**src/core/sprr_pkg.sv**
```systemverilog
`default_nettype none
package sprr_pkg;
   // ---------------------------------------------------------------
   // Command and state codes
   // ---------------------------------------------------------------
   typedef enum logic [2:0] {
      SPRR_NOP   = 3'b000,
      SPRR_MRS   = 3'b001,
      SPRR_READ  = 3'b010,
      SPRR_WRITE = 3'b011,
      SPRR_ACT   = 3'b100,
      SPRR_PRE   = 3'b101,
      SPRR_REF   = 3'b110,
      SPRR_OTHER = 3'b111
   } sprr_cmd_e;
   typedef enum logic [1:0] {
      SPRR_IDLE  = 2'b00,
      SPRR_WAIT  = 2'b01,
      SPRR_BURST = 2'b10
   } sprr_state_e;
   // ---------------------------------------------------------------
   // Mode register selects and field positions
   // ---------------------------------------------------------------
   localparam logic [2:0] SPRR_MR0_SEL    = 3'h0;
   localparam logic [2:0] SPRR_MR3_SEL    = 3'h3;
   localparam int         SPRR_EN_BIT     = 2;
   localparam int         SPRR_LOC_LSB    = 0;
   localparam int         SPRR_BL_LSB     = 0;
   localparam int         SPRR_AP_BIT     = 10;
   localparam int         SPRR_BC_BIT     = 12;
   localparam logic [1:0] SPRR_BL_FIX8    = 2'h0;
   localparam logic [1:0] SPRR_BL_OTF     = 2'h1;
   localparam logic [1:0] SPRR_BL_FIX4    = 2'h2;
   localparam logic [1:0] SPRR_LOC_CAL    = 2'h0;
   // ---------------------------------------------------------------
   // Pattern, burst counts and reset values
   // ---------------------------------------------------------------
   localparam logic [7:0] SPRR_CAL_PAT    = 8'hAA;
   localparam logic [3:0] SPRR_BEATS8     = 4'h8;
   localparam logic [3:0] SPRR_BEATS4     = 4'h4;
   localparam logic [1:0] SPRR_RST_BL     = SPRR_BL_FIX8;
   localparam logic [1:0] SPRR_RST_LOC    = 2'h0;
   localparam logic       SPRR_RST_EN     = 1'b0;
endpackage
`default_nettype wire

```
**src/core/sprr_core.sv**
```systemverilog
`timescale 1ns/100ps
`default_nettype none
module sprr_core
   import sprr_pkg::*;
#(
   parameter int LAT_W = 5
) (
   input  wire logic             core_clk,
   input  wire logic             rst_n,
   input  wire logic             clk_en,
   input  wire logic             cmd_valid,
   input  wire sprr_cmd_e        cmd_code,
   input  wire logic [2:0]       cmd_bank,
   input  wire logic [15:0]      cmd_addr,
   input  wire logic [LAT_W-1:0] rd_latency,
   input  wire logic             lane_repeat,
   input  wire logic [15:0]      arr_data,
   output logic                  arr_req,
   output logic [2:0]            arr_bank,
   output logic [9:0]            arr_col,
   output logic [2:0]            arr_beat,
   output logic                  precharge_req,
   output logic                  array_write,
   output logic                  cmd_refused,
   output logic                  pattern_on,
   output logic [1:0]            pattern_loc,
   output logic [15:0]           dq_out,
   output logic                  dq_valid
);
   // ---------------------------------------------------------------
   // Helpers
   // ---------------------------------------------------------------
   function automatic logic chop_of(input logic [1:0] mode,
                                    input logic       a12);
      chop_of = (mode == SPRR_BL_FIX4) ||
                ((mode == SPRR_BL_OTF) && !a12);
   endfunction
   function automatic logic [7:0] lane_of(input logic b,
                                          input logic rep);
      lane_of = rep ? {8{b}} : {7'h00, b};
   endfunction
   // ---------------------------------------------------------------
   // State
   // ---------------------------------------------------------------
   sprr_state_e      state_q, state_d;
   logic             en_q, en_d;
   logic [1:0]       loc_q, loc_d;
   logic [1:0]       bl_q, bl_d;
   logic             pat_q, pat_d;
   logic             chop_q, chop_d;
   logic [2:0]       beat_q, beat_d;
   logic [3:0]       rem_q, rem_d;
   logic [LAT_W-1:0] lat_q, lat_d;
   logic             areq_q, areq_d;
   logic [2:0]       abank_q, abank_d;
   logic [9:0]       acol_q, acol_d;
   logic             ap_q, ap_d;
   logic             wr_q, wr_d;
   logic             ref_q, ref_d;
   logic [15:0]      dq_q, dq_d;
   logic             dv_q, dv_d;
   logic             is_rd;
   logic             is_mrs3;
   logic             is_mrs0;
   logic             start;
   logic             burst_w;
   logic             pbit;
   assign is_rd   = cmd_valid && (cmd_code == SPRR_READ);
   assign is_mrs3 = cmd_valid && (cmd_code == SPRR_MRS) &&
                    (cmd_bank == SPRR_MR3_SEL);
   assign is_mrs0 = cmd_valid && (cmd_code == SPRR_MRS) &&
                    (cmd_bank == SPRR_MR0_SEL);
   assign start   = is_rd && (state_q == SPRR_IDLE);
   assign burst_w = (state_q == SPRR_BURST);
   // Reserved locations return zero but keep ordering
   assign pbit    = (loc_q == SPRR_LOC_CAL) &&
                    SPRR_CAL_PAT[beat_q];
   // ---------------------------------------------------------------
   // Next-state logic
   // ---------------------------------------------------------------
   always_comb begin
      state_d = state_q;
      en_d    = en_q;
      loc_d   = loc_q;
      bl_d    = bl_q;
      pat_d   = pat_q;
      chop_d  = chop_q;
      beat_d  = beat_q;
      rem_d   = rem_q;
      lat_d   = lat_q;
      areq_d  = 1'b0;
      abank_d = abank_q;
      acol_d  = acol_q;
      ap_d    = 1'b0;
      wr_d    = 1'b0;
      ref_d   = 1'b0;
      dq_d    = dq_q;
      dv_d    = 1'b0;
      if (is_mrs3) begin
         en_d  = cmd_addr[SPRR_EN_BIT];
         loc_d = cmd_addr[SPRR_LOC_LSB +: 2];
      end
      if (is_mrs0) begin
         bl_d = cmd_addr[SPRR_BL_LSB +: 2];
      end
      if (cmd_valid && en_q && (cmd_code != SPRR_READ) &&
          (cmd_code != SPRR_MRS) && (cmd_code != SPRR_NOP)) begin
         ref_d = 1'b1;
      end
      if (cmd_valid && !en_q && (cmd_code == SPRR_WRITE)) begin
         wr_d = 1'b1;
      end
      case (state_q)
         SPRR_IDLE: begin
            if (start) begin
               pat_d  = en_q;
               chop_d = chop_of(bl_q, cmd_addr[SPRR_BC_BIT]);
               // Only bit 2 of the column picks the start beat
               beat_d = chop_d ? {cmd_addr[2], 2'b00}
                               : 3'b000;
               rem_d  = chop_d ? SPRR_BEATS4 : SPRR_BEATS8;
               if (!en_q) begin
                  areq_d  = 1'b1;
                  abank_d = cmd_bank;
                  acol_d  = cmd_addr[9:0];
                  ap_d    = cmd_addr[SPRR_AP_BIT];
               end
               // Same latency for both sources
               if (rd_latency <= LAT_W'(1)) begin
                  state_d = SPRR_BURST;
               end else begin
                  lat_d   = rd_latency - LAT_W'(1);
                  state_d = SPRR_WAIT;
               end
            end
         end
         SPRR_WAIT: begin
            if (lat_q <= LAT_W'(1)) begin
               state_d = SPRR_BURST;
            end else begin
               lat_d = lat_q - LAT_W'(1);
            end
         end
         SPRR_BURST: begin
            dv_d = 1'b1;
            if (pat_q) begin
               dq_d = {lane_of(pbit, lane_repeat),
                       lane_of(pbit, lane_repeat)};
            end else begin
               dq_d = arr_data;
            end
            beat_d = beat_q + 3'h1;
            rem_d  = rem_q - 4'h1;
            if (rem_q == 4'h1) begin
               state_d = SPRR_IDLE;
            end
         end
         default: begin
            state_d = SPRR_IDLE;
         end
      endcase
   end
   // ---------------------------------------------------------------
   // Registers
   // ---------------------------------------------------------------
   // Asynchronous reset clears pattern mode too
   always_ff @(posedge core_clk or negedge rst_n) begin
      if (!rst_n) begin
         state_q <= SPRR_IDLE;
         en_q    <= SPRR_RST_EN;
         loc_q   <= SPRR_RST_LOC;
         bl_q    <= SPRR_RST_BL;
         pat_q   <= 1'b0;
         chop_q  <= 1'b0;
         beat_q  <= 3'h0;
         rem_q   <= 4'h0;
         lat_q   <= '0;
         areq_q  <= 1'b0;
         abank_q <= 3'h0;
         acol_q  <= 10'h000;
         ap_q    <= 1'b0;
         wr_q    <= 1'b0;
         ref_q   <= 1'b0;
         dq_q    <= 16'h0000;
         dv_q    <= 1'b0;
      end else if (clk_en) begin
         state_q <= state_d;
         en_q    <= en_d;
         loc_q   <= loc_d;
         bl_q    <= bl_d;
         pat_q   <= pat_d;
         chop_q  <= chop_d;
         beat_q  <= beat_d;
         rem_q   <= rem_d;
         lat_q   <= lat_d;
         areq_q  <= areq_d;
         abank_q <= abank_d;
         acol_q  <= acol_d;
         ap_q    <= ap_d;
         wr_q    <= wr_d;
         ref_q   <= ref_d;
         dq_q    <= dq_d;
         dv_q    <= dv_d;
      end
   end
   assign arr_req       = areq_q;
   assign arr_bank      = abank_q;
   assign arr_col       = acol_q;
   assign arr_beat      = beat_q;
   assign precharge_req = ap_q;
   assign array_write   = wr_q;
   assign cmd_refused   = ref_q;
   assign pattern_on    = en_q;
   assign pattern_loc   = loc_q;
   assign dq_out        = dq_q;
   assign dq_valid      = dv_q;
endmodule
`default_nettype wire

```
**config.mk**
```make
export PLATFORM = sky130hd
export DESIGN_NAME = sprr_core
export DESIGN_NICKNAME = d
export VERILOG_FILES = /design/src/core/sprr_pkg.sv /design/src/core/sprr_core.sv
export SDC_FILE = /design/constraint.sdc
export NUM_CORES = 1
export LEC_CHECK = 0
export BUFFER_PORTS_ARGS = -buffer_cell sky130_fd_sc_hd__clkbuf_2
export CORE_AREA = 2 2 76 78
export CTS_CLUSTER_DIAMETER = 120
export DETAILED_ROUTE_END_ITERATION = 12
export DIE_AREA = 0 0 78 80
export PLACE_DENSITY_LB_ADDON = 0.15
export SLEW_MARGIN = 20
export SYNTH_ARGS = -nofsm -noshare
export SYNTH_HDL_FRONTEND = slang
export SYNTH_SLANG_ARGS = --single-unit
```
**constraint.sdc**
```tcl
create_clock -name core_clk -period 2.4 [get_ports core_clk]
set_input_delay 0.48 -clock core_clk [delete_from_list [all_inputs] [get_ports core_clk]]
set_output_delay 0.48 -clock core_clk [all_outputs]
set_load 0.01 [all_outputs]
```
==> results of run 1 <==
==> cells in the final DEF (no fill, tap or decap), types with 5 or more instances in the layout <==
cell,count
sky130_fd_sc_hd__buf_4,12
sky130_fd_sc_hd__o21ai_0,11
sky130_fd_sc_hd__nand2_1,24
sky130_fd_sc_hd__mux2_1,8
sky130_fd_sc_hd__mux2_2,11
sky130_fd_sc_hd__nor2_1,16
sky130_fd_sc_hd__nor3_1,5
sky130_fd_sc_hd__dfrtp_1,54
sky130_fd_sc_hd__clkbuf_8,5
sky130_fd_sc_hd__clkbuf_2,83
sky130_fd_sc_hd__inv_1,12
sky130_fd_sc_hd__ha_1,7
sky130_fd_sc_hd__a21oi_1,21
==> final timing paths <==
kind	end	slack [ns]	startpoint	cells after the start
hold / removal	lat_q[2]	0.11	rst_n	1
hold reg to reg	arr_col[8]	0.49	arr_col[8]	1
setup / recovery	arr_col[4]	0.50	state_q[1]	5
setup reg to reg	arr_col[4]	0.50	state_q[1]	5
max in group asynchronous	arr_col[6]	1.65	rst_n	2
min in group core_clk	dq_out[14]	0.38	arr_data[14]	3
==> power by group through the flow <==
stage               Sequential (uW)  Clock [uW]  Combinational (uW)
global route                   1610         664                1390
floorplan                      1620           0                 677
detailed placement             1570           0                1250
finish                         1550         618                1240
global placement               1550           0                1220
CTS                            1550         638                1260
==> cell type report <==
cell class / count / share of cell area, %
Clock inverter: 3 / 1.34
Tap cell: 72 / 2.76
Inverter: 14 / 1.61
Multi-Input combinational cell: 167 / 35.4
Timing Repair Buffer: 95 / 15.5
Sequential cell: 54 / 41.3
Clock buffer: 5 / 2.10
==> registers in the layout, indices dropped and copies added, names as in the netlist, 2 cells and up <==
register and count:
arr_col 10, bl_q 2, lat_q 5, dq_out 16
rem_q 4, state_q 2, arr_beat 3, arr_bank 3
pattern_loc 2
==> per-layer routing <==
layer / GRT usage (%) / wire length (um)
met1: 25.1 / 2490
met2: 32.0 / 2750
met3: 5.43 / 345
met4: 5.26 / 59
met5: 0 / 0
==> critical path, stage by stage (launching register included) <==
cell and delay [ns]:
sky130_fd_sc_hd__dfrtp_1 0.51, sky130_fd_sc_hd__nand2b_1 0.21, sky130_fd_sc_hd__or3_1 0.40, sky130_fd_sc_hd__nor2_2 0.10
sky130_fd_sc_hd__buf_4 0.22, sky130_fd_sc_hd__mux2_2 0.35
==> stage by stage <==
step	setup WS [ns]	area (um^2)	power, uW	util (%)
after CTS	0.483	3270	3450	60.5
after floorplan	0.481	2600	2300	-
final	0.496	3270	3400	60.5
after global routing	0.405	3270	3670	60.5
after global placement	0.365	3160	2770	58.4
after detailed placement	0.362	3160	2830	58.4
==> kinds of logic after synthesis <==
logic type	count (synthesis)	share of synthesized area, %
AND/OR/NAND/NOR	71	14.0
buffers and inverters	23	3.57
adder cells (fa/ha/maj)	7	3.37
flip-flops	54	52.0
AO/OA/AOI/OAI	64	16.2
XOR/XNOR	3	1.01
multiplexers	22	9.78
==> impl_results.md, run 1 <==
- Result of the run: finished, final reports clean
- Clk network pwr share: 18.2%
- Number of CTS-inserted buffers: 5
- Largest cells by area after synthesis: sky130_fd_sc_hd__dfrtp_1, sky130_fd_sc_hd__mux2_2, sky130_fd_sc_hd__a21oi_1
- Floorplan die height: 80 um
- Total Nets Final: 392
- Detailed-route wire length per cell: 13.8 um
- Maximum clock insertion buffer count: 2
- Most frequent cell after synthesis: sky130_fd_sc_hd__dfrtp_1
- Crit Path Class: flop to flop
- Number of endpoints failing setup at the final stage: 0
- Share of final-layout standard cells stronger than drive strength 1: 36.7%
- Power density over the cells: 1040 mW/mm^2
- Psw: 1240 uW
- Antenna violation net count after detailed routing: 0
- Buffer count from post-CTS setup fixing: 0
- Routability Congestion: between 0.8 and 0.9
- Initial standard-cell utilization of the core: 48.0%
- Most common flop cell mapped by yosys: sky130_fd_sc_hd__dfrtp_1
- Number of distinct library cells after synthesis: 53
- Clk Latency, worst-skew pair: around 0.31 ns
- Number of buffer cells added on primary ports: 83
- Share of synthesized area occupied by flip-flops and latches: around 52%
- Critical Path RT: 2.60 ns
- Number of antenna violations at the first check in global routing: 0
- Drt via density: roughly 5.3
- Setup TNS: 0 ns
- X dimension of the die: 78 um
- Part of the power in registers: a little under half
- Antenna fix cells: 0
- Post-layout min period: 1.90 ns
- Startpoint Class: flop
- Number of enable flip-flop cells after synthesis: 0
- Drt first pass iters: 4
- First-pass GRT wire length: 9560 um
- DRC marker count from the first detailed-route iteration: between 80 and 90
- Measured slew at the worst slew-check pin: 0.594 ns
- Largest fanout on the critical path: 15
- Slew HR: roughly 60%
- Overall routed net length: 5640 um
- Proportion of netlist area held by the largest area contributor: 52.0%
- Synthesized instance count: 244
- Period Utilization, post-route: between 70% and 80%
- CTS H-tree lvls: 2
- Finished Layout Cells: 410
- Count of synthesis-stage warnings from yosys: 0
- Sw frac: a little over a third
- DRC violations left: 0
- Final Skew: 0.00860 ns
- Number of hold-slack violations in the final timing report: 0
- Max rail drop VDD: 0.497 mV
- Pins over their slew limit: 0
- RSZ-0062 raised after global routing: no
- Number of filler instances in the final layout: 508
- Number of register bits inferred by synthesis: 54
- LEAKAGE: 0.00165 uW
- Area occupied by registers: 0.00135 mm^2
- Overall fraction of global-route tracks in use: 19.3%
- Via count: about 2200
- Vias in the first global route: between 2000 and 2500
- Number of hold-repair buffers added at the cts stage: 0
- Core outline area: 0.00541 mm^2
- Combinational power share: 36.3%
- Worst Hold Margin: 0.109 ns
- Clk slew on worst S/H paths: 0.10 ns
- Sinks on Clock Net: 54
- Overflow left after global routing: 0
- Number of violations of the max-capacitance limit: 0
- Clock tree from TritonCTS: done
- Total internal power: 2170 uW
- Class of the most critical hold timing path: input port to asynchronous set/reset pin
- Fraction of registers with async set/reset: between 90% and 100%
- Area of the die: 0.00624 mm^2
- HPWL Detailed: 4330 um
- Post-cts resize count: 0
- Post-synth net total: roughly 300
- Pin count of the biggest net entering global routing: 21
- WP data arrival: 2.10 ns
- Area of the multi-input gates: 0.00116 mm^2
- Post-synth top area cell: sky130_fd_sc_hd__dfrtp_1
- Placed instance count: 402
- Clock tree root buffer cell: sky130_fd_sc_hd__clkbuf_8
- Cell types with the highest counts after synthesis: sky130_fd_sc_hd__dfrtp_1, sky130_fd_sc_hd__nand2_1, sky130_fd_sc_hd__a21oi_1
- I/O Pins: 88
- Max Clock Freq: around 0.53 GHz
- Placement row count: 27
- Element type at the critical path end: flop
- Area growth from synthesis to layout: 25.9%
- Synthesized area per cell: around 11 um^2
- Synthesized area: about 0.0026 mm^2
(Power assumes the default switching activity.)
==> run 2: changes to the inputs <==
--- a/config.mk
+++ b/config.mk
@@ -6,10 +6,10 @@
 export NUM_CORES = 1
 export LEC_CHECK = 0
 export BUFFER_PORTS_ARGS = -buffer_cell sky130_fd_sc_hd__clkbuf_2
-export CORE_AREA = 2 2 76 78
+export CORE_AREA = 2 2 79 81
 export CTS_CLUSTER_DIAMETER = 120
 export DETAILED_ROUTE_END_ITERATION = 12
-export DIE_AREA = 0 0 78 80
+export DIE_AREA = 0 0 81 83
 export PLACE_DENSITY_LB_ADDON = 0.15
 export SLEW_MARGIN = 20
 export SYNTH_ARGS = -nofsm -noshare
==> constraint.sdc (replaced) <==
create_clock -name core_clk -period 1.7 [get_ports core_clk]
set_input_delay 0.34 -clock core_clk [delete_from_list [all_inputs] [get_ports core_clk]]
set_output_delay 0.34 -clock core_clk [all_outputs]
set_load 0.01 [all_outputs]
==> impl_results.md, run 2 (synthesized netlist as in run 1, its figures left out) <==
- Pin count of the biggest net entering global routing: 55 (+160%)
- Antenna fix cells: 0 (unchanged)
- Placement row count: 28 (+3.7%)
- RSZ-0062 raised after global routing: yes
- Drt first pass iters: 4 (unchanged)
- Measured slew at the worst slew-check pin: 0.352 ns (-0.242 ns)
- Via count: 2285 (+5.5%)
- Setup TNS: 0 ns (unchanged)
- Final Skew: 0.0105 ns (+0.00194 ns)
- Share of final-layout standard cells stronger than drive strength 1: 45.4% (+8.7 points)
- Post-route design area: 0.00361 mm^2 (+11%)
- Area of the die: 0.00672 mm^2 (+7.7%)
- Core outline area: 0.00582 mm^2 (+7.6%)
- Overflow left after global routing: 0 (unchanged)
- Most common cell after layout, fill and taps aside: sky130_fd_sc_hd__clkbuf_2
- Max FFs per register: 16 (unchanged)
- Overall fraction of global-route tracks in use: 18.8% (-0.53 points)
- Part of the power in registers: 41.3% (-4.2 points)
- Max rail drop VDD: 0.728 mV (+46%)
- Capturing point of the worst reg2reg path: lat_q[0]
- Most frequent cells in the layout: sky130_fd_sc_hd__clkbuf_2, sky130_fd_sc_hd__dfrtp_1, sky130_fd_sc_hd__buf_4
- Worst path setup slack after routing: 0.0303 ns (-0.465 ns)
- DRC marker count from the first detailed-route iteration: 84 (-3.4%)
- Class of the most critical hold timing path: input port to asynchronous set/reset pin
- Startpoint Class: flop
- Area growth from synthesis to layout: 39.2%
- Number of buffer cells added on primary ports: 83 (unchanged)
- Maximum clock insertion buffer count: 2 (unchanged)
- HPWL Detailed: 4280 um (-1.3%)
- Placed cell area: 0.00338 mm^2 (+7.1%)
- Clk network pwr share: 14.9% (-3.3 points)
- Setup WS pre-CTS: -0.180 ns (-0.542 ns)
- Slew HR: 76.3% (+16 points)
- Post-layout min period: 1.67 ns (-0.235 ns)
- Number of filler instances in the final layout: 493 (-3.0%)
- Largest fanout on the critical path: 6 (-9)
- Overall power consumption: 5150 uW (+51%)
- Total internal power: 3240 uW (+50%)
- WP data arrival: 1.93 ns (-0.17 ns)
- Overall routed net length: 6060 um (+7.4%)
- Max Clock Freq: 0.599 GHz (+14%)
- Number of violations of the max-capacitance limit: 0 (unchanged)
- Crit Path Class: flop to flop
- Combinational power share: 43.8% (+7.5 points)
- Number of endpoints failing setup at the final stage: 0 (unchanged)
- Floorplan die height: 83 um (+3.8%)
- Source of the critical timing path: lat_q[1]
- Area occupied by registers: 0.00135 mm^2 (unchanged)
- Power density over the cells: 1420 mW/mm^2 (+37%)
- Initial standard-cell utilization of the core: 44.6% (-3.4 points)
- Clock tree root buffer cell: sky130_fd_sc_hd__clkbuf_8
- Sinks on Clock Net: 54 (unchanged)
- DRC violations left: 0 (unchanged)
- Critical Path RT: 1.96 ns (-0.64 ns)
- Routability Congestion: 0.798 (-0.49%)
- X dimension of the die: 81 um (+3.8%)
- Period Utilization, post-route: 98.2% (+19 points)
- Vias in the first global route: 2265 (+9.0%)
- Clock tree from TritonCTS: done
- Element type at the critical path end: flop
- LEAKAGE: 0.00180 uW (+8.8%)
- CTS H-tree lvls: 2 (unchanged)
- Drt via density: 5.18 (-1.9%)
- First-pass GRT wire length: 10100 um (+5.6%)
- Result of the run: finished, final reports clean
- Number of CTS-inserted buffers: 5 (unchanged)
- Number of hold-slack violations in the final timing report: 0 (unchanged)
- Sw frac: 37.0% (+0.60 points)
- Clk slew on worst S/H paths: 0.10 ns (about the same)
- I/O Pins: 88 (unchanged)
- Cells on worst reg2reg path: 6 (+1)
- Antenna violation net count after detailed routing: 0 (unchanged)
- Psw: 1900 uW (+54%)
- Detailed-route wire length per cell: 13.7 um (-0.11%)
- Core utilization of the finished layout: 62.2% (+1.7 points)
- Area of the multi-input gates: 0.00127 mm^2 (+10%)
- Startpoint of the worst register-to-register path: lat_q[1]
- Register-to-Register Setup Slack: 0.03 ns (-0.47 ns)
- Number of antenna violations at the first check in global routing: 0 (unchanged)
- Pins over their slew limit: 0 (unchanged)
- Clk Latency, worst-skew pair: 0.31 ns (about the same)
- Total Nets Final: 420 (+7.1%)
-- run 2: changes by cell type in the layout (fill, tap and decap cells not counted), moves of 2 or more --
| cell | previous run | this run |
|---|---|---|
| sky130_fd_sc_hd__a211oi_1 | 4 | 2 |
| sky130_fd_sc_hd__buf_12 | 0 | 2 |
| sky130_fd_sc_hd__buf_4 | 12 | 37 |
| sky130_fd_sc_hd__a211oi_2 | 0 | 2 |
| sky130_fd_sc_hd__a2111oi_0 | 2 | 0 |
| sky130_fd_sc_hd__a2111oi_4 | 0 | 2 |
-- run 2: power groups by stage --
stage	sequential (uW)	clock (uW)	combinational, uW
after detailed placement	2130	0	2030
after global routing	2200	839	2530
after global placement	2120	0	1990
after floorplan	2290	0	982
after CTS	2110	803	2050
final	2130	766	2250
-- run 2: metrics by stage --
step | hold WS [ns] | std cells
after floorplan | 0.0444 | 244
after global placement | 0.367 | 428
after detailed placement | 0.366 | 428
after CTS | 0.0148 | 436
after global routing | 0.0324 | 441
final | 0.00748 | 441
-- run 2: how the worst max path moves through the flow --
stage | to | cells past startpoint
finish | lat_q[0] | 6
global route | lat_q[0] | 6
CTS | lat_q[4] | 6
detailed placement | bl_q[1] | 5
global placement | bl_q[0] | 5
floorplan | arr_bank[0] | 6
-- run 2: timing repair --
action                                  4_1_cts  5_1_grt
pin swaps                                     0        5
hold buffers                                  0        0
endpoints found under the setup margin        3        6
setup buffers                                 0        5
gates resized for setup                       1       18
-- run 2: critical path, cell delays in order (launching register included) --
cell                        delay, ns
sky130_fd_sc_hd__dfrtp_1         0.43
sky130_fd_sc_hd__inv_2           0.08
sky130_fd_sc_hd__ha_4            0.15
sky130_fd_sc_hd__o21bai_4        0.18
sky130_fd_sc_hd__a21o_4          0.25
sky130_fd_sc_hd__a2111oi_2       0.38
sky130_fd_sc_hd__a211o_1         0.15
-- run 2: cell type report --
| type | count | share of cell area [%] |
|---|---|---|
| clock inverter | 2 | 0.450 |
| tap | 75 | 2.60 |
| inverter | 14 | 1.45 |
| sequential | 54 | 37.4 |
| clock buffer | 6 | 2.28 |
| multi-input combinational | 167 | 35.2 |
| timing repair buffer | 123 | 20.6 |
-- run 2: per-layer routing --
metal  vias to the layer above  track usage (%)  wire, um
li1                       1120                -         -
met1                      1088             25.6      2760
met2                        71             29.4      2850
met3                         6             4.78       383
met4                         0             5.86        66
met5                         -                0         0
==> run 3: changes to the inputs <==
--- a/config.mk
+++ b/config.mk
@@ -6,12 +6,13 @@
 export NUM_CORES = 1
 export LEC_CHECK = 0
 export BUFFER_PORTS_ARGS = -buffer_cell sky130_fd_sc_hd__clkbuf_2
-export CORE_AREA = 2 2 79 81
+export CELL_PAD_IN_SITES_DETAIL_PLACEMENT = 0
+export CELL_PAD_IN_SITES_GLOBAL_PLACEMENT = 2
+export CORE_AREA = 2 2 102 104
 export CTS_CLUSTER_DIAMETER = 120
 export DETAILED_ROUTE_END_ITERATION = 12
-export DIE_AREA = 0 0 81 83
+export DIE_AREA = 0 0 104 106
 export PLACE_DENSITY_LB_ADDON = 0.15
-export SLEW_MARGIN = 20
 export SYNTH_ARGS = -nofsm -noshare
 export SYNTH_HDL_FRONTEND = slang
 export SYNTH_SLANG_ARGS = --single-unit
==> impl_results.md, run 3 (synthesized netlist as in run 1, its figures left out) <==
- Core utilization of the finished layout: 37.4% (-25 points)
- First-pass GRT wire length: 11600 um (+15%)
- Capturing point of the worst reg2reg path: lat_q[4]
- Final Skew: 0.00384 ns (-0.00670 ns)
- Crit Path Class: flop to flop
- Psw: 1930 uW (+1.6%)
- Antenna violation net count after detailed routing: 0 (unchanged)
- Part of the power in registers: 40.2% (-1.1 points)
- Clock tree from TritonCTS: done
- Max FFs per register: 16 (unchanged)
- Area of the die: 0.0110 mm^2 (+64%)
- Most common cell after layout, fill and taps aside: sky130_fd_sc_hd__clkbuf_2
- Max rail drop VDD: 0.522 mV (-28%)
- Placement row count: 37 (+32%)
- Share of final-layout standard cells stronger than drive strength 1: 45.4% (+0.050 points)
- DRC violations left: 0 (unchanged)
- Overall fraction of global-route tracks in use: 13.1% (-5.7 points)
- HPWL Detailed: 5260 um (+23%)
- Number of violations of the max-capacitance limit: 0 (unchanged)
- Slew HR: 71.5% (-4.8 points)
- Measured slew at the worst slew-check pin: 0.427 ns (+0.0747 ns)
- RSZ-0062 raised after global routing: yes
- CTS H-tree lvls: 2 (unchanged)
- Initial standard-cell utilization of the core: 26.0% (-19 points)
- Combinational power share: 42.2% (-1.6 points)
- Class of the most critical hold timing path: input port to flop
- Worst path setup slack after routing: 0.0431 ns (+0.0128 ns)
- Largest fanout on the critical path: 6 (unchanged)
- Clock tree root buffer cell: sky130_fd_sc_hd__clkbuf_8
- Via count: 2299 (+0.61%)
- Startpoint of the worst register-to-register path: lat_q[1]
- Post-layout min period: 1.66 ns (-0.0128 ns)
- Detailed-route wire length per cell: 14.1 um (+2.3%)
- Power density over the cells: 1410 mW/mm^2 (-0.87%)
- Routability Congestion: 0.729 (-8.6%)
- Number of hold-slack violations in the final timing report: 0 (unchanged)
- Total Nets Final: 424 (+0.95%)
- Overflow left after global routing: 0 (unchanged)
- Beginning of the worst hold path: arr_data[14]
- Max Clock Freq: 0.604 GHz (+0.77%)
- Area growth from synthesis to layout: 44.0%
- WP data arrival: 1.85 ns (-0.08 ns)
- Setup WS pre-CTS: -0.209 ns (-0.0294 ns)
- Overall power consumption: 5280 uW (+2.6%)
- Floorplan die height: 106 um (+28%)
- Maximum clock insertion buffer count: 2 (unchanged)
- Period Utilization, post-route: 97.5% (-0.75 points)
- I/O Pins: 88 (unchanged)
- Cells on worst reg2reg path: 6 (unchanged)
- Clk Latency, worst-skew pair: 0.31 ns (about the same)
- Most frequent cells in the layout: sky130_fd_sc_hd__clkbuf_2, sky130_fd_sc_hd__dfrtp_1, sky130_fd_sc_hd__buf_4
- Drt first pass iters: 4 (unchanged)
- Core outline area: 0.0100 mm^2 (+72%)
- Number of antenna violations at the first check in global routing: 0 (unchanged)
- Setup TNS: 0 ns (unchanged)
- LEAKAGE: 0.00184 uW (+2.4%)
- Element type at the critical path end: flop
- Hold path cells: 3
- Critical Path RT: 1.90 ns (-0.06 ns)
- Pin count of the biggest net entering global routing: 42 (-24%)
- Clk network pwr share: 17.5% (+2.6 points)
- Number of CTS-inserted buffers: 5 (unchanged)
- Endpoint, Worst Hold: dq_out[14]
- Vias in the first global route: 2312 (+2.1%)
- DRC marker count from the first detailed-route iteration: 89 (+6.0%)
- Result of the run: finished, final reports clean
- Number of endpoints failing setup at the final stage: 0 (unchanged)
- Sinks on Clock Net: 54 (unchanged)
- X dimension of the die: 104 um (+28%)
- Number of buffer cells added on primary ports: 83 (unchanged)
- Register-to-Register Setup Slack: 0.04 ns (about the same)
- Clk slew on worst S/H paths: 0.11 ns (about the same)
- Pins over their slew limit: 0 (unchanged)
- Overall routed net length: 7120 um (+17%)
- Sw frac: 36.6% (-0.36 points)
- Drt via density: 4.54 (-12%)
- Total internal power: 3340 uW (+3.1%)
- Antenna fix cells: 0 (unchanged)
- Startpoint Class: flop
run 3: cell types whose count changed in the layout (fill, tap and decap cells not counted), sizes merged:
cell / delta
bufinv: +1
dlygate4sd3: +1
buf: +2
run 3: power groups by stage:
stage | Clock, uW | Sequential (uW) | Combinational [uW]
2_1_floorplan | 0 | 2290 | 982
3_3_place_gp | 0 | 2130 | 2150
3_5_place_dp | 0 | 2150 | 2160
4_1_cts | 965 | 2130 | 2180
5_1_grt | 1020 | 2190 | 2500
6_report | 925 | 2120 | 2230
run 3: layer usage:
layer | global-route usage, % | vias to the layer above | part of all wire [%]
met2 | 21.4 | 58 | 47
met3 | 3.37 | 5 | 5.4
li1 | - | 1128 | -
met5 | 0 | - | 0
met4 | 3.47 | 0 | 0.96
met1 | 17.2 | 1108 | 46
run 3: worst max-delay path, stage by stage, from the launching register on:
cell and delay, ns:
sky130_fd_sc_hd__dfrtp_1 0.36, sky130_fd_sc_hd__inv_1 0.06, sky130_fd_sc_hd__ha_1 0.16, sky130_fd_sc_hd__o21bai_2 0.21
sky130_fd_sc_hd__a21o_2 0.26, sky130_fd_sc_hd__a2111oi_1 0.40, sky130_fd_sc_hd__nor4_1 0.09
run 3: area by class of cell:
class	count	area (um^2)
well taps	136	170
clock inverters	3	48.8
fillers	1094	6260
inverters	14	52.6
multi-input cells	167	1240
flip-flops and latches	54	1350
clock buffers	5	68.8
repair buffers	127	803
run 3: worst max-delay path by stage:
stage | startpoint | to | slack (ns) | depth (start not counted)
global placement | clk_en | bl_q[0] | -0.21 | 5
global route | lat_q[1] | lat_q[4] | -0.03 | 6
CTS | bl_q[1] | arr_beat[2] | 0.02 | 5
floorplan | state_q[1] | arr_bank[0] | -0.06 | 6
finish | lat_q[1] | lat_q[4] | 0.04 | 6
detailed placement | clk_en | bl_q[1] | -0.21 | 5
run 3: repair_timing:
item | CTS | global route
cloned | 0 | 1
pin swaps | 0 | 3
setup buffers | 0 | 1
hold buffers | 1 | 0
resized for setup | 2 | 14
endpoints found under the hold margin | 13 | 0
setup endpoints to repair | 3 | 15
run 3: metrics by stage:
| step | instances | area (um^2) | hold slack, ns |
|---|---|---|---|
| 6_report | 506 | 3740 | 0.232 |
| 3_5_place_dp | 495 | 3510 | 0.302 |
| 4_1_cts | 504 | 3660 | 0.223 |
| 5_1_grt | 506 | 3740 | 0.225 |
| 2_1_floorplan | 244 | 2630 | 0.0444 |
| 3_3_place_gp | 495 | 3510 | 0.298 |
